`src/rtl/updown_timer_consts.svh`:
```
`ifndef UPDOWN_TIMER_CONSTS_SVH
`define UPDOWN_TIMER_CONSTS_SVH

// ==================================================================
// register offsets (byte addresses)
`define OFS_TIMER_CTL 8'h00
`define OFS_COUNT_LIMIT 8'h04
`define OFS_COUNT_VALUE 8'h08
`define OFS_COUNTER_STATUS 8'h0c
`define OFS_INT_FLAG 8'h10
`define OFS_INT_ENABLE 8'h14
`define OFS_CLOCK_SELECT 8'h18
`define OFS_CC_CTRL 8'h1c

// ==================================================================
// field positions
`define CTL_MODULE_ENABLE 0
`define CTL_PRESET 1
`define CTL_RUN 2
`define CTL_DIR_LSB 4
`define CTL_SINGLE_PASS 6
`define CTL_LIMIT_BUSY 8
`define STATUS_RUNNING 0
`define STATUS_UP 1
`define FLAG_MAX 0
`define FLAG_ZERO 1
`define CC_FIELD_W 6
`define CC_STRIDE 8
`define UNMAPPED_ADDR 8'hff

// ==================================================================
// reset values
`define LIMIT_RESET 16'hffff
`define COUNT_RESET 16'h0000

`endif

```
`src/rtl/updown_timer_pkg.sv`:
```
package updown_timer_pkg;

  typedef enum logic [1:0] {
    DIR_UP = 2'h0,
    DIR_DOWN = 2'h1,
    DIR_UPDOWN = 2'h2
  } count_direction_e;

  typedef enum logic [1:0] {
    SRC_COUNT_CLOCK = 2'h0,
    SRC_EXT_RISE = 2'h1,
    SRC_EXT_FALL = 2'h2
  } count_source_e;

  typedef enum logic [1:0] {
    BUS_IDLE = 2'b01,
    BUS_DATA = 2'b10
  } bus_phase_e;

  typedef struct packed {
    logic wr;
    logic rd;
    logic [7:0] addr;
    logic [31:0] wdata;
  } reg_access_s;

endpackage

```
`src/rtl/count_tick_gen.sv`:
```
module count_tick_gen (
  input wire logic core_clk,
  input wire logic reset,
  input wire logic channel_count_clock,
  input wire logic external_count_input,
  input wire updown_timer_pkg::count_source_e source,
  output logic tick
);

  logic [1:0] pin;
  logic [1:0] sync1_r;
  logic [1:0] sync2_r;
  logic [1:0] hist_r;
  logic [1:0] rise;
  logic [1:0] fall;
  logic tick_r;
  logic tick_nxt;

  assign pin = {external_count_input, channel_count_clock};

  // ==================================================================
  // two-stage sync and edge detect per input
  for (genvar i = 0; i < 2; i++) begin : g_pin
    always_ff @(posedge core_clk or posedge reset) begin
      if (reset) begin
        sync1_r[i] <= 1'b0;
        sync2_r[i] <= 1'b0;
        hist_r[i] <= 1'b0;
      end else begin
        sync1_r[i] <= pin[i];
        sync2_r[i] <= sync1_r[i];
        hist_r[i] <= sync2_r[i];
      end
    end
    assign rise[i] = sync2_r[i] & ~hist_r[i];
    assign fall[i] = ~sync2_r[i] & hist_r[i];
  end

  assign tick_nxt = (source == updown_timer_pkg::SRC_EXT_RISE) ? rise[1] :
                    (source == updown_timer_pkg::SRC_EXT_FALL) ? fall[1] : rise[0];

  always_ff @(posedge core_clk or posedge reset) begin
    if (reset) tick_r <= 1'b0;
    else tick_r <= tick_nxt;
  end

  assign tick = tick_r;

endmodule

```
`src/rtl/ahb_reg_slave.sv`:
```
`include "updown_timer_consts.svh"

module ahb_reg_slave (
  input wire logic core_clk,
  input wire logic reset,
  input wire logic hsel,
  input wire logic [31:0] haddr,
  input wire logic [1:0] htrans,
  input wire logic hwrite,
  input wire logic [2:0] hsize,
  input wire logic hready,
  input wire logic [31:0] hwdata,
  input wire logic [31:0] rdata,
  output logic hreadyout,
  output logic [31:0] hrdata,
  output updown_timer_pkg::reg_access_s access
);

  updown_timer_pkg::bus_phase_e phase_r;
  logic [7:0] addr_r;
  logic write_r;
  logic ready_r;
  logic [31:0] rdata_r;
  logic take;
  logic word;
  logic in_data;

  assign word = (hsize == 3'h2) && (haddr[31:8] == 24'h000000);
  assign take = hsel && htrans[1] && hready;
  assign in_data = (phase_r == updown_timer_pkg::BUS_DATA);
  assign access = '{wr: in_data && write_r, rd: in_data && !write_r,
                    addr: addr_r, wdata: hwdata};

  // ==================================================================
  // one wait state per transfer so hrdata comes from a flop
  always_ff @(posedge core_clk or posedge reset) begin
    if (reset) begin
      phase_r <= updown_timer_pkg::BUS_IDLE;
      ready_r <= 1'b1;
      addr_r <= 8'h00;
      write_r <= 1'b0;
      rdata_r <= 32'h00000000;
    end else begin
      case (phase_r)
        updown_timer_pkg::BUS_IDLE: begin
          if (take) begin
            phase_r <= updown_timer_pkg::BUS_DATA;
            ready_r <= 1'b0;
            addr_r <= word ? haddr[7:0] : `UNMAPPED_ADDR;
            write_r <= hwrite;
          end
        end
        default: begin
          phase_r <= updown_timer_pkg::BUS_IDLE;
          ready_r <= 1'b1;
          if (!write_r) rdata_r <= rdata;
        end
      endcase
    end
  end

  assign hreadyout = ready_r;
  assign hrdata = rdata_r;

endmodule

```
`src/rtl/updown_timer_counter.sv`:
```
// Chosen here: the address map and the AHB-Lite slave port.
`include "updown_timer_consts.svh"

// Behaviour
// - 16-bit counter steps once per count edge
// - direction field plus single-pass bit: six modes
// - limit register bounds count range
// - preset clears, or loads limit in down
// - up count past limit clears to zero
// - run bit starts counting while module enable is set
// - running status mirrors counter activity
// - direction status: 1 up, 0 down
// - repeat up wraps, honours raised/lowered limit
// - single-pass up returns zero then stops
// - repeat down reloads; new limit at underflow
// - single-pass down reloads limit then stops
// - repeat up/down bounces; new limit at the next up step or at zero
// - single-pass up/down stops at zero going down
// - circuit mode bit: compare or capture
// - flags clear on write one
// - external input counts rising or inverted edges
module updown_timer_counter #(
  parameter int CIRCUITS = 2
) (
  input wire logic core_clk,
  input wire logic reset,
  input wire logic hsel,
  input wire logic [31:0] haddr,
  input wire logic [1:0] htrans,
  input wire logic hwrite,
  input wire logic [2:0] hsize,
  input wire logic hready,
  input wire logic [31:0] hwdata,
  output logic hreadyout,
  output logic [31:0] hrdata,
  output logic hresp,
  input wire logic channel_count_clock,
  input wire logic external_count_input,
  output logic [15:0] current_count_value,
  output logic count_max_event,
  output logic count_zero_event,
  output logic [CIRCUITS-1:0] circuit_mode_select,
  output logic [CIRCUITS*`CC_FIELD_W-1:0] compare_capture_ctrl
);

  updown_timer_pkg::reg_access_s acc;
  updown_timer_pkg::count_direction_e dir_r;
  updown_timer_pkg::count_source_e src_r;
  logic [31:0] rdata;
  logic tick;
  logic enable_r;
  logic run_r;
  logic single_r;
  logic up_r;
  logic up_nxt;
  logic busy_r;
  logic [15:0] limit_r;
  logic [15:0] act_lim_r;
  logic [15:0] lim_eff;
  logic [15:0] cnt_r;
  logic [15:0] cnt_nxt;
  logic [1:0] flag_r;
  logic [1:0] inten_r;
  logic max_r;
  logic zero_r;
  logic [CIRCUITS*`CC_FIELD_W-1:0] cc_r;
  logic wr_ctl;
  logic wr_limit;
  logic wr_flag;
  logic wr_inten;
  logic wr_clk;
  logic wr_cc;
  logic preset_wr;
  logic counting;
  logic step;
  logic auto_stop;
  logic lim_load;
  logic max_evt;
  logic zero_evt;

  // ==================================================================
  // bus front end and count edge source
  ahb_reg_slave u_slave (
    .core_clk(core_clk),
    .reset(reset),
    .hsel(hsel),
    .haddr(haddr),
    .htrans(htrans),
    .hwrite(hwrite),
    .hsize(hsize),
    .hready(hready),
    .hwdata(hwdata),
    .rdata(rdata),
    .hreadyout(hreadyout),
    .hrdata(hrdata),
    .access(acc)
  );

  count_tick_gen u_tick (
    .core_clk(core_clk),
    .reset(reset),
    .channel_count_clock(channel_count_clock),
    .external_count_input(external_count_input),
    .source(src_r),
    .tick(tick)
  );

  assign hresp = 1'b0;
  // ==================================================================
  // address decode
  assign wr_ctl = acc.wr && (acc.addr == `OFS_TIMER_CTL);
  assign wr_limit = acc.wr && (acc.addr == `OFS_COUNT_LIMIT);
  assign wr_flag = acc.wr && (acc.addr == `OFS_INT_FLAG);
  assign wr_inten = acc.wr && (acc.addr == `OFS_INT_ENABLE);
  assign wr_clk = acc.wr && (acc.addr == `OFS_CLOCK_SELECT);
  assign wr_cc = acc.wr && (acc.addr == `OFS_CC_CTRL);
  assign preset_wr = wr_ctl && acc.wdata[`CTL_PRESET];

  always_comb begin
    rdata = 32'h00000000;
    if (acc.addr == `OFS_TIMER_CTL) begin
      rdata[`CTL_MODULE_ENABLE] = enable_r;
      rdata[`CTL_RUN] = run_r;
      rdata[`CTL_DIR_LSB +: 2] = dir_r;
      rdata[`CTL_SINGLE_PASS] = single_r;
      rdata[`CTL_LIMIT_BUSY] = busy_r;
    end else if (acc.addr == `OFS_COUNT_LIMIT) begin
      rdata[15:0] = limit_r;
    end else if (acc.addr == `OFS_COUNT_VALUE) begin
      rdata[15:0] = cnt_r;
    end else if (acc.addr == `OFS_COUNTER_STATUS) begin
      rdata[`STATUS_RUNNING] = counting;
      rdata[`STATUS_UP] = up_r;
    end else if (acc.addr == `OFS_INT_FLAG) begin
      rdata[1:0] = flag_r;
    end else if (acc.addr == `OFS_INT_ENABLE) begin
      rdata[1:0] = inten_r;
    end else if (acc.addr == `OFS_CLOCK_SELECT) begin
      rdata[1:0] = src_r;
    end else if (acc.addr == `OFS_CC_CTRL) begin
      for (int i = 0; i < CIRCUITS; i++) begin
        rdata[i*`CC_STRIDE +: `CC_FIELD_W] = cc_r[i*`CC_FIELD_W +: `CC_FIELD_W];
      end
    end
  end

  // ==================================================================
  // counter step
  assign counting = run_r && enable_r;
  assign step = counting && tick && !preset_wr;
  assign lim_eff = busy_r ? limit_r : act_lim_r;
  assign max_evt = step && (cnt_nxt == lim_eff);
  assign zero_evt = step && (cnt_nxt == 16'h0000);

  always_comb begin
    cnt_nxt = cnt_r;
    up_nxt = up_r;
    auto_stop = 1'b0;
    lim_load = busy_r && !counting;
    if (preset_wr) begin
      lim_load = busy_r;
      if (dir_r == updown_timer_pkg::DIR_DOWN) begin
        cnt_nxt = lim_eff;
        up_nxt = 1'b0;
      end else begin
        cnt_nxt = 16'h0000;
        up_nxt = 1'b1;
      end
    end else if (step && up_r) begin
      lim_load = busy_r;
      if (cnt_r > lim_eff) begin
        cnt_nxt = 16'h0000;
      end else if (cnt_r == lim_eff) begin
        if (dir_r == updown_timer_pkg::DIR_UPDOWN && lim_eff != 16'h0000) begin
          cnt_nxt = cnt_r - 16'h0001;
          up_nxt = 1'b0;
          auto_stop = single_r && (lim_eff == 16'h0001);
        end else begin
          cnt_nxt = 16'h0000;
          auto_stop = single_r;
        end
      end else begin
        cnt_nxt = cnt_r + 16'h0001;
      end
    end else if (step) begin
      if (cnt_r == 16'h0000) begin
        lim_load = busy_r;
        if (dir_r == updown_timer_pkg::DIR_UPDOWN) begin
          up_nxt = 1'b1;
          cnt_nxt = (lim_eff == 16'h0000) ? 16'h0000 : 16'h0001;
        end else begin
          cnt_nxt = lim_eff;
          auto_stop = single_r;
        end
      end else begin
        cnt_nxt = cnt_r - 16'h0001;
        if (dir_r == updown_timer_pkg::DIR_UPDOWN && cnt_r == 16'h0001) begin
          auto_stop = single_r;
        end
      end
    end
  end

  // ==================================================================
  // control and counter registers
  always_ff @(posedge core_clk or posedge reset) begin
    if (reset) begin
      enable_r <= 1'b0;
      run_r <= 1'b0;
      dir_r <= updown_timer_pkg::DIR_UP;
      single_r <= 1'b0;
    end else if (wr_ctl) begin
      enable_r <= acc.wdata[`CTL_MODULE_ENABLE];
      run_r <= acc.wdata[`CTL_RUN];
      dir_r <= updown_timer_pkg::count_direction_e'(acc.wdata[`CTL_DIR_LSB +: 2]);
      single_r <= acc.wdata[`CTL_SINGLE_PASS];
    end else if (auto_stop) begin
      run_r <= 1'b0;
    end
  end

  always_ff @(posedge core_clk or posedge reset) begin
    if (reset) begin
      cnt_r <= `COUNT_RESET;
      up_r <= 1'b1;
      max_r <= 1'b0;
      zero_r <= 1'b0;
    end else begin
      cnt_r <= cnt_nxt;
      up_r <= up_nxt;
      max_r <= max_evt;
      zero_r <= zero_evt;
    end
  end

  // pending limit reaches the counter at a safe point
  always_ff @(posedge core_clk or posedge reset) begin
    if (reset) begin
      limit_r <= `LIMIT_RESET;
      act_lim_r <= `LIMIT_RESET;
      busy_r <= 1'b0;
    end else begin
      if (wr_limit) limit_r <= acc.wdata[15:0];
      if (lim_load) act_lim_r <= limit_r;
      busy_r <= wr_limit || (busy_r && !lim_load);
    end
  end

  // flags: hardware set wins over write-one clear
  always_ff @(posedge core_clk or posedge reset) begin
    if (reset) begin
      flag_r <= 2'h0;
      inten_r <= 2'h0;
      src_r <= updown_timer_pkg::SRC_COUNT_CLOCK;
    end else begin
      flag_r <= (flag_r & ~(wr_flag ? acc.wdata[1:0] : 2'h0)) | {zero_evt, max_evt};
      if (wr_inten) inten_r <= acc.wdata[1:0];
      if (wr_clk) src_r <= updown_timer_pkg::count_source_e'(acc.wdata[1:0]);
    end
  end

  for (genvar i = 0; i < CIRCUITS; i++) begin : g_cc
    always_ff @(posedge core_clk or posedge reset) begin
      if (reset) cc_r[i*`CC_FIELD_W +: `CC_FIELD_W] <= '0;
      else if (wr_cc) begin
        cc_r[i*`CC_FIELD_W +: `CC_FIELD_W] <= acc.wdata[i*`CC_STRIDE +: `CC_FIELD_W];
      end
    end
    assign circuit_mode_select[i] = cc_r[i*`CC_FIELD_W];
  end

  assign current_count_value = cnt_r;
  assign count_max_event = max_r;
  assign count_zero_event = zero_r;
  assign compare_capture_ctrl = cc_r;
endmodule

```
`config.mk`:
```
export PLATFORM = sky130hd
export DESIGN_NAME = updown_timer_counter
export DESIGN_NICKNAME = d
export VERILOG_FILES = /design/src/rtl/updown_timer_pkg.sv /design/src/rtl/count_tick_gen.sv /design/src/rtl/ahb_reg_slave.sv /design/src/rtl/updown_timer_counter.sv
export VERILOG_INCLUDE_DIRS = /design/src /design/src/rtl
export SDC_FILE = /design/constraint.sdc
export NUM_CORES = 1
export LEC_CHECK = 0
export BUFFER_PORTS_ARGS = -buffer_cell sky130_fd_sc_hd__buf_4
export CAP_MARGIN = 20
export CORE_UTILIZATION = 58
export CTS_CLUSTER_DIAMETER = 30
export DETAILED_ROUTE_END_ITERATION = 10
export GPL_TIMING_DRIVEN = 1
export HOLD_SLACK_MARGIN = 0.15
export PLACE_DENSITY = 0.82
export SLEW_MARGIN = 20
export SYNTH_ARGS = -nofsm -noshare
export SYNTH_HDL_FRONTEND = slang
export SYNTH_HIERARCHICAL = 1
export SYNTH_SLANG_ARGS = --single-unit
export TNS_END_PERCENT = 1
```
`constraint.sdc`:
```
create_clock -name core_clk -period 4.15 [get_ports core_clk]
set_input_delay 0.6225 -clock core_clk [delete_from_list [all_inputs] [get_ports core_clk]]
set_output_delay 0.6225 -clock core_clk [all_outputs]
set_load 0.03 [all_outputs]
```
==> results.json, run 1 <==
{
  "status": "finished clean",
  "path_clk_slew_ps": 60,
  "insertedDiodeCount": 0,
  "grtUsageTotal_pct": 42.54,
  "totalPowerFinal_w": 0.004628,
  "wirelength_um": 30220,
  "dp.cells": 1188,
  "max_freq_ghz": 0.2483,
  "place.gp.congestion": 1.124,
  "fin_nets": 1127,
  "firstDrtPassIters": 8,
  "via_per_inst": 6.718,
  "whs_endpoint": "u_tick/sync1_r[0]",
  "die_area_um2": 14830,
  "wl_per_cell_um": 24.69,
  "setup_viol_count_final": 0,
  "r2r_end": "flag_r[1]",
  "worst_setup_path_start_kind": "flop",
  "cp_max_fo": 18,
  "max-slew-margin-rel_pct": 33.17,
  "power.density_nw_per_um2": 444.0,
  "grt_pass1_wl_um": 46050,
  "stdcell_area_um2": 10420,
  "cts_tree": "built",
  "crit_path_top_delay_cell": "o311ai_0",
  "ant_nets": 0,
  "critical_path_class": "reg2reg",
  "fin_crit_sh_pct": 97.03,
  "path_cells": "buf_12 > mux2_2 > inv_1 > ha_1 > nand4_1 > buf_4 > buf_4 > a21oi_1 > a2111oi_4 > a21oi_4 > buf_4 > o311ai_0 > nor3_1 > nand4_1 > o21ai_1",
  "rr_worst_depth": 15,
  "port-buffer-count": 123,
  "fillers": 948,
  "layout_common_cells": "buf_4 (205), dfrtp_1 (91), mux2_2 (87)",
  "period_minus_slack_ps": 4027,
  "pin_count": 142,
  "core_area_um2": 13930,
  "hold_path_class": "in2reg",
  "r2r_start": "busy_r",
  "area_growth_pct": 25.24,
  "die_h_um": 121.8,
  "cap_violations": 0,
  "cts_root_buf": "clkbuf_16",
  "antenna_found_initial": 0,
  "vias": 8223,
  "arrival_ps": 4330,
  "hold_depth": 1,
  "clock_sinks": 125,
  "tightestPinTransition_ps": 1000,
  "drv_slew": 0,
  "grt_overflow_total": 0,
  "place_area_um2": 9777,
  "synth_area_um2": 8323,
  "worst_path_largest_cell_delay_ps": 710,
  "stdcell_count": 1224,
  "final_util_pct": 74.80,
  "grt_max_degree": 44,
  "end_kind": "flop",
  "dieWidth_um": 121.8,
  "syn-mean-instance-area_um2": 9.746,
  "clkLatencyLatePin_ps": 440,
  "path_common_cell": "buf_4",
  "hp-start": "channel_count_clock",
  "cts.htree.levels": 4,
  "rows": 43,
  "hpwlAfterDp_um": 22030,
  "hold_viol_final": 0,
  "first_global_vias": 8057,
  "worst-path-buf-inv": 5,
  "cpLargestDelayFamily": "compound AO/OA/AOI/OAI gates",
  "reg2reg_slack_ps": 120,
  "p_leak_nw": 4.465,
  "drive_gt1_share_pct": 38.22,
  "ir_worst_vdd_mv": 0.3724,
  "initial_core_util_pct": 59.73,
  "drc_errors": 0,
  "skew_ps": 15.15,
  "cts.path.max_buffers": 2,
  "drt_iter0_drc": 1099,
  "yosys_warnings": 6,
  "final_common_cell": "buf_4",
  "cts-buffers-inserted": 17,
  "synth_cells": 854,
  "crit_required_ps": 4450
}
## report_power, final
part           internal [W]  leakage [nW]  switching [W]
Sequential          0.00137          1.45       0.000199
Combinational      0.000650          2.74       0.000928
Clock              0.000854         0.278       0.000632
Total               0.00287          4.46        0.00176
## what timing repair did
action,CTS,global route
endpoints found under the setup margin,0,4
buffers inserted,0,3
resized for setup,0,5
hold buffers,1,0
endpoints found under the hold margin,7,0
## final cells by class
class / instances / area, um^2 / area share (%)
clock buffer: 19 / 442.9 / 4.249
clock inverter: 13 / 133.9 / 1.284
timing repair buffer: 208 / 1589 / 15.24
multi-input combinational: 652 / 4761 / 45.67
sequential: 125 / 3171 / 30.42
inverter: 27 / 101.3 / 0.9723
tap: 180 / 225.2 / 2.161
## metal layers
metal	vias up	wire (um)	track usage, %
li1	3560	-	-
met2	579	14020	66.84
met1	3979	11430	53.50
met3	105	3261	10.67
met4	0	1513	23.61
met5	-	0	0
## registers in the layout, summed over array words and instances, names as in the netlist, 2 cells and up
signal                count
u_slave/hrdata           32
act_lim_r                16
current_count_value      16
limit_r                  16
compare_capture_ctrl     10
u_slave/addr_r            8
circuit_mode_select       2
dir_r                     2
flag_r                    2
inten_r                   2
src_r                     2
u_slave/phase_r           2
u_tick/hist_r             2
u_tick/sync1_r            2
u_tick/sync2_r            2
## per-stage QoR
stage               hold slack, ps  setup TNS (ps)  setup slack [ps]
global placement             332.0               0             220.3
floorplan                    331.2               0             444.0
CTS                          291.0               0             39.61
detailed placement           338.1               0             43.71
global route                 292.5          -67.90            -55.64
finish                       298.0               0             123.3
## worst max path at each step
stage,start,endpoint,slack (ps),cells past startpoint
floorplan,busy_r,flag_r[0],440,15
detailed placement,busy_r,flag_r[0],40,14
global placement,busy_r,flag_r[0],220,13
CTS,busy_r,flag_r[0],40,14
finish,busy_r,flag_r[1],120,15
global route,busy_r,flag_r[0],-60,15
(Power assumes the default switching activity.)
==> run 2: changes to the inputs <==
--- a/config.mk
+++ b/config.mk
@@ -8,15 +8,14 @@
 export LEC_CHECK = 0
 export BUFFER_PORTS_ARGS = -buffer_cell sky130_fd_sc_hd__buf_4
 export CAP_MARGIN = 20
-export CORE_UTILIZATION = 58
+export CORE_UTILIZATION = 56
 export CTS_CLUSTER_DIAMETER = 30
 export DETAILED_ROUTE_END_ITERATION = 10
 export GPL_TIMING_DRIVEN = 1
 export HOLD_SLACK_MARGIN = 0.15
-export PLACE_DENSITY = 0.82
+export PLACE_DENSITY = 0.81
 export SLEW_MARGIN = 20
 export SYNTH_ARGS = -nofsm -noshare
 export SYNTH_HDL_FRONTEND = slang
-export SYNTH_HIERARCHICAL = 1
 export SYNTH_SLANG_ARGS = --single-unit
 export TNS_END_PERCENT = 1
==> run 2 against run 1 <==
- first-iteration DRC count is 26% lower
- sequential power is 10% lower
- via count is 12% lower
- utilization is 2.0 points lower
- clock skew is 6.1 ps lower
- wire length is 11% lower
- clock-buffer cell count is 8 lower
- critical endpoint is now flag_r[0]
==> results.json, run 2 <==
{
  "drv_slew": 0,
  "totalPowerFinal_w": 0.003987,
  "hold_viol_final": 0,
  "pwr-share-seq_pct": 35.1,
  "grt_overflow_total": 0,
  "yosysMostFrequentCell": "dfrtp_1",
  "ys_seq_area_share_pct": 38.50,
  "cts_root_buf": "clkbuf_16",
  "grt_max_degree": 91,
  "status": "finished clean",
  "use_met3_pct": 8.962,
  "ir_worst_vdd_mv": 0.4082,
  "p_comb_share_pct": 42.8,
  "synth_area_um2": 7194,
  "place.gp.congestion": 1.015,
  "core_area_um2": 12570,
  "cts.htree.levels": 3,
  "synth_area_leaders": "dfrtp_1 (26%), dfstp_2 (12%), mux2_2 (9.2%)",
  "worst_path_largest_cell_delay_ps": 580,
  "fin_crit_sh_pct": 97.39,
  "place_ws_ps": 17.58,
  "grt_pass1_wl_um": 41230,
  "synth_cells": 750,
  "clkLatencyLatePin_ps": 350,
  "first_global_vias": 7199,
  "layout_common_cells": "buf_4 (211), dfrtp_1 (74), mux2_2 (59)",
  "firstDrtPassIters": 6,
  "grtUsageTotal_pct": 42.23,
  "p_sw_w": 0.001601,
  "regArea_um2": 2771,
  "period_minus_slack_ps": 4042,
  "synth_seq_cells": 109,
  "max_freq_ghz": 0.2474,
  "pin_count": 142,
  "p_sw_share_pct": 40.15,
  "ant_nets": 0,
  "via_per_inst": 6.586,
  "port-buffer-count": 107,
  "fillers": 866,
  "crit_required_ps": 4430,
  "critical_path_class": "reg2reg",
  "path_clk_slew_ps": 80,
  "drt_iter0_drc": 816,
  "final_common_cell": "buf_4",
  "synth.top_cell.area_share_pct": 26.09,
  "multi_input_area_um2": 4148,
  "setup_viol_count_final": 0,
  "met2_usage_pct": 67.70,
  "antenna_found_initial": 0,
  "cts_tree": "built",
  "crit_path_top_delay_cell": "or4_1",
  "drc_errors": 0,
  "setup_tns_ps": 0,
  "p_leak_nw": 3.863,
  "vias": 7271,
  "setup.worst_path.start": "busy_r",
  "stdcell_count": 1104,
  "internal-power_w": 0.002386,
  "worst-path-buf-inv": 4,
  "cpLargestDelayFamily": "simple AND/OR/NAND/NOR gates",
  "cts-buffers-inserted": 9,
  "ys.flop_type": "dfrtp_1",
  "wirelength_um": 26890,
  "skew_ps": 9.090,
  "synthArstFlopShare_pct": 100.0,
  "max-slew-margin-rel_pct": 43.13,
  "dieWidth_um": 115.3,
  "tightestPinTransition_ps": 851.0,
  "die_h_um": 115.3,
  "fin_ws_ps": 108.2,
  "worst_setup_path_start_kind": "flop",
  "initial_core_util_pct": 57.24,
  "busiest_layer": "met2",
  "hp-start": "u_tick.sync1_r[0]",
  "end_kind": "flop",
  "final_util_pct": 72.76,
  "fin_nets": 1023,
  "insertedDiodeCount": 0,
  "die_area_um2": 13300,
  "yosys_warnings": 0,
  "power.density_nw_per_um2": 436.0,
  "cts.path.max_buffers": 2,
  "gr-usage-met1_pct": 54.08,
  "cap_violations": 0,
  "yosysTopAreaCell": "dfrtp_1",
  "wl_per_cell_um": 24.36,
  "hpwlAfterDp_um": 20320,
  "drive_gt1_share_pct": 38.63,
  "synth_edf_count": 0,
  "synth_common_cells": "dfrtp_1 (75), mux2_2 (59), nor2_1 (58), a21oi_1 (42), nand2_1 (40)",
  "path_cells": "buf_4 > mux2_4 > inv_1 > ha_1 > nand4_1 > or4_1 > buf_6 > nor2_1 > a21boi_2 > buf_4 > a32oi_1 > nand3_1 > xnor2_1 > nand3_1 > or4_4 > o21ai_2",
  "area_growth_pct": 27.11,
  "syn-mean-instance-area_um2": 9.593,
  "hold_path_class": "reg2reg",
  "hold_buffers": 0,
  "cp_max_fo": 11,
  "dp.cells": 1086,
  "clkPwrFrac_pct": 22.2,
  "arrival_ps": 4320,
  "clock_sinks": 109,
  "r2r_start": "busy_r",
  "ys_types": 78,
  "rows": 41
}
## run 2: changes by cell type in the layout (fill, tap and decap cells not counted), moves of 6 or more
cell,before,now
nand2_1,53,40
nor2_1,75,57
nor4_1,20,11
mux2_2,87,59
o21ai_0,45,24
nand3_1,16,22
o22a_1,1,8
buf_4,205,211
or3_1,3,10
dfrtp_1,91,74
clkbuf_16,17,9
a21oi_1,34,40
## run 2: layer usage
layer | routed length [um] | vias up
li1 | - | 3164
met1 | 10310 | 3525
met2 | 12660 | 489
met3 | 2728 | 91
met4 | 1180 | 2
met5 | 7 | -
## run 2: cell families (layout without fill, tap and decap cells)
| logic type | after synthesis | count (layout) | share of synthesized area (%) |
|---|---|---|---|
| DFF | 109 | 109 | 38.50 |
| muxes | 77 | 77 | 12.05 |
| AOI/OAI and AO/OA | 187 | 187 | 18.23 |
| buffers and inverters | 87 | 253 | 5.878 |
| and+or+nand+nor | 244 | 244 | 18.77 |
| xor gates and xnor gates | 25 | 25 | 3.043 |
| adders and majority gates | 20 | 20 | 3.478 |
| other | 1 | 17 | 0.05212 |
## run 2: metrics by stage
stage / hold WS [ps] / instance area (um^2)
CTS: 372.4 / 9061
detailed placement: 359.6 / 8742
global placement: 334.6 / 8742
floorplan: 331.2 / 7254
global route: 372.7 / 9145
finish: 368.2 / 9145
## run 2: layout make-up
type	instances	area share, %
repair buffers	214	17.79
clock buffers	11	2.545
multi-input cells	570	45.36
flip-flops and latches	109	30.31
clock inverters	5	0.6567
well taps	172	2.353
inverters	23	0.9988
## run 2: power by group through the flow
stage / clock network (W) / registers [W] / logic (W)
3_3_place_gp: 0 / 0.00139 / 0.00159
2_1_floorplan: 0 / 0.00155 / 0.000783
6_report: 0.000884 / 0.00140 / 0.00171
4_1_cts: 0.000888 / 0.00139 / 0.00165
3_5_place_dp: 0 / 0.00140 / 0.00163
5_1_grt: 0.000922 / 0.00141 / 0.00182
## run 2: worst register-to-register path, delay by kind of cell, from the launching register on
kind | cells | cell delay (ps)
xor gates and xnor gates | 1 | 140
and+or+nand+nor | 6 | 1730
adders and majority gates | 1 | 210
DFF | 1 | 450
AOI/OAI and AO/OA | 3 | 460
muxes | 1 | 300
buffers and inverters | 4 | 660
## run 2: path summary, 6_finish.rpt
path | endpoint | slack, ps | depth (start not counted)
hold reg to reg | u_tick.sync2_r[0] | 370 | 0
max in group asynchronous | act_lim_r[2] | 2930 | 3
setup / recovery | flag_r[0] | 110 | 16
setup reg to reg | flag_r[0] | 110 | 16
hold / removal | u_tick.sync2_r[0] | 370 | 0
min in group asynchronous | u_tick.hist_r[0] | 420 | 2
## run 2: repair_timing
item | CTS | global route
gates resized for setup | 5 | 13
hold endpoints to repair | 0 | 0
endpoints found under the setup margin | 2 | 4
pin swaps | 0 | 8
buffers inserted | 0 | 2
==> run 3: changes to the inputs <==
--- a/config.mk
+++ b/config.mk
@@ -9,11 +9,13 @@
 export BUFFER_PORTS_ARGS = -buffer_cell sky130_fd_sc_hd__buf_4
 export CAP_MARGIN = 20
 export CORE_UTILIZATION = 56
-export CTS_CLUSTER_DIAMETER = 30
+export CTS_BUF_LIST = sky130_fd_sc_hd__clkbuf_8 sky130_fd_sc_hd__clkbuf_16
+export CTS_CLUSTER_DIAMETER = 50
 export DETAILED_ROUTE_END_ITERATION = 10
 export GPL_TIMING_DRIVEN = 1
 export HOLD_SLACK_MARGIN = 0.15
 export PLACE_DENSITY = 0.81
+export REMOVE_ABC_BUFFERS = 1
 export SLEW_MARGIN = 20
 export SYNTH_ARGS = -nofsm -noshare
 export SYNTH_HDL_FRONTEND = slang
==> run 3 against run 2 <==
- the run now ends with setup timing left
- non-clock buffer count shrank 22
- register-to-register slack got worse by 140 ps
- total power rose by 1.2%
- sequential power is essentially flat
- critical endpoint is now flag_r[1]
- clock power is 0.7% higher
- final cell count down 2.0%
- critical path depth is the same
- hold slack lost 27 ps
- combinational power hardly changed
- clock-buffer cell count shrank 1
==> results.json, run 3 (same netlist as run 2, synthesis figures left out) <==
{
  "worst_setup_path_start_kind": "flop",
  "grt_max_degree": 53,
  "place_area_um2": 8562,
  "wirelength_um": 30280,
  "setup_viol_count_final": 2,
  "cts_tree": "built",
  "critical_path_class": "reg2reg",
  "end_kind": "flop",
  "drc_errors": 0,
  "firstDrtPassIters": 9,
  "period_minus_slack_ps": 4185,
  "hpwlAfterDp_um": 21020,
  "p_sw_w": 0.001701,
  "initial_core_util_pct": 57.24,
  "cap_violations": 0,
  "crit_required_ps": 4450,
  "drv_slew": 0,
  "fillers": 856,
  "first_global_vias": 7525,
  "ant_nets": 0,
  "clock_sinks": 109,
  "vias": 7745,
  "fin_ws_ps": -35.04,
  "die_area_um2": 13300,
  "totalPowerFinal_w": 0.004035,
  "skew_ps": 9.470,
  "cts_root_buf": "clkbuf_16",
  "tightestPinTransition_ps": 975.7,
  "grt_pass1_wl_um": 44300,
  "grt_setup_unrepaired": "yes",
  "p_comb_share_pct": 42.7,
  "stdcell_area_um2": 8974,
  "wl_per_cell_um": 27.98,
  "fin_crit_sh_pct": 100.8,
  "hold_path_class": "in2async",
  "insertedDiodeCount": 0,
  "max_freq_ghz": 0.2389,
  "p_leak_nw": 3.784,
  "pwr-share-seq_pct": 35.2,
  "dieWidth_um": 115.3,
  "arrival_ps": 4490,
  "drive_gt1_share_pct": 37.47,
  "clkLatencyLatePin_ps": 360,
  "status": "complete, but fails checks",
  "area_growth_pct": 24.73,
  "path_clk_slew_ps": 80,
  "pin_count": 142,
  "p_sw_share_pct": 42.16,
  "cts.htree.levels": 3,
  "antenna_found_initial": 0,
  "fin_nets": 1001,
  "final_util_pct": 71.40,
  "setup_tns_ps": -59.70,
  "clkPwrFrac_pct": 22.1,
  "setup.worst_path.start": "busy_r",
  "violations": "setup timing",
  "rows": 41,
  "cts.path.max_buffers": 2,
  "core_area_um2": 12570,
  "power.density_nw_per_um2": 449.6,
  "die_h_um": 115.3,
  "port-buffer-count": 107,
  "ir_worst_vdd_mv": 0.3912,
  "final_common_cell": "buf_4",
  "drt_iter0_drc": 1471,
  "grt_overflow_total": 0,
  "cts-buffers-inserted": 9,
  "via_per_inst": 7.158,
  "cp_max_fo": 9,
  "hold_viol_final": 0,
  "r2r_start": "busy_r",
  "grtUsageTotal_pct": 45.46,
  "layout_common_cells": "buf_4 (191), dfrtp_1 (75), mux2_2 (57), nor2_1 (57)",
  "max-slew-margin-rel_pct": 34.04,
  "internal-power_w": 0.002333,
  "place.gp.congestion": 1.063
}
run 3: changes by cell type in the layout (fill, tap and decap cells not counted), moves of 2 or more:
cell      change
mux2_2        -2
buf_6         -2
inv_8         +2
mux2i_1       -3
mux2_4        +2
buf_4        -20
mux2i_2       +3
clkbuf_1      -2
inv_6         -2
clkinv_4      +2
run 3: cell type report:
cell class,count,area (um^2),area share (%)
sequential,109,2770,30.87
clock buffer,10,239.0,2.663
timing repair buffer,192,1454,16.20
multi-input combinational,570,4153,46.28
tap,172,215.2,2.398
inverter,23,88.84,0.9900
clock inverter,6,53.80,0.5996
run 3: per-stage QoR:
stage | std cells | worst slack (ps) | hold slack (ps)
final | 1082 | -35.04 | 341.6
after global routing | 1082 | -71.26 | 362.4
after CTS | 1078 | 67.65 | 361.4
after detailed placement | 1062 | 1.160 | 358.4
after global placement | 1062 | 102.9 | 337.4
after floorplan | 702 | 166.3 | 331.2
run 3: final timing paths:
path	end	slack (ps)	depth (start not counted)
worst min register to register	u_tick.sync2_r[0]	380	0
worst min-delay path	compare_capture_ctrl[3]	340	2
worst max register to register	flag_r[1]	-40	16
max in group asynchronous	act_lim_r[1]	2900	3
min in group core_clk	u_tick.sync1_r[0]	360	1
worst max-delay path	flag_r[1]	-40	16
run 3: repair_timing:
action | CTS | global route
hold buffers | 0 | 0
setup buffers | 0 | 4
pin swaps | 0 | 7
resized for setup | 2 | 17
endpoints found under the setup margin | 2 | 4
run 3: power groups by stage:
stage,combinational [W],clock (W),sequential [W]
6_report,0.00172,0.000890,0.00142
4_1_cts,0.00164,0.000868,0.00140
5_1_grt,0.00181,0.000913,0.00142
3_3_place_gp,0.00157,0,0.00140
2_1_floorplan,0.000675,0,0.00161
3_5_place_dp,0.00161,0,0.00141
run 3: worst max-delay path: stages (launching register included):
cell and delay [ps]:
dfrtp_1 400, buf_4 230, mux2_4 370, inv_1 160
ha_1 150, nand4_1 210, buf_4 220, nor4_2 320
buf_4 210, mux2i_2 260, xnor2_1 210, a211oi_2 90
nor2_1 120, o21ai_0 150, or4_4 610, nor4_4 310
a21o_1 110
run 3: per-layer routing:
metal	wire (um)	share of wire, %	GRT usage (%)
met5	0	0	0
met4	2169	7.2	27.53
met3	3432	11	11.97
met2	14050	46	71.62
met1	10630	35	56.06
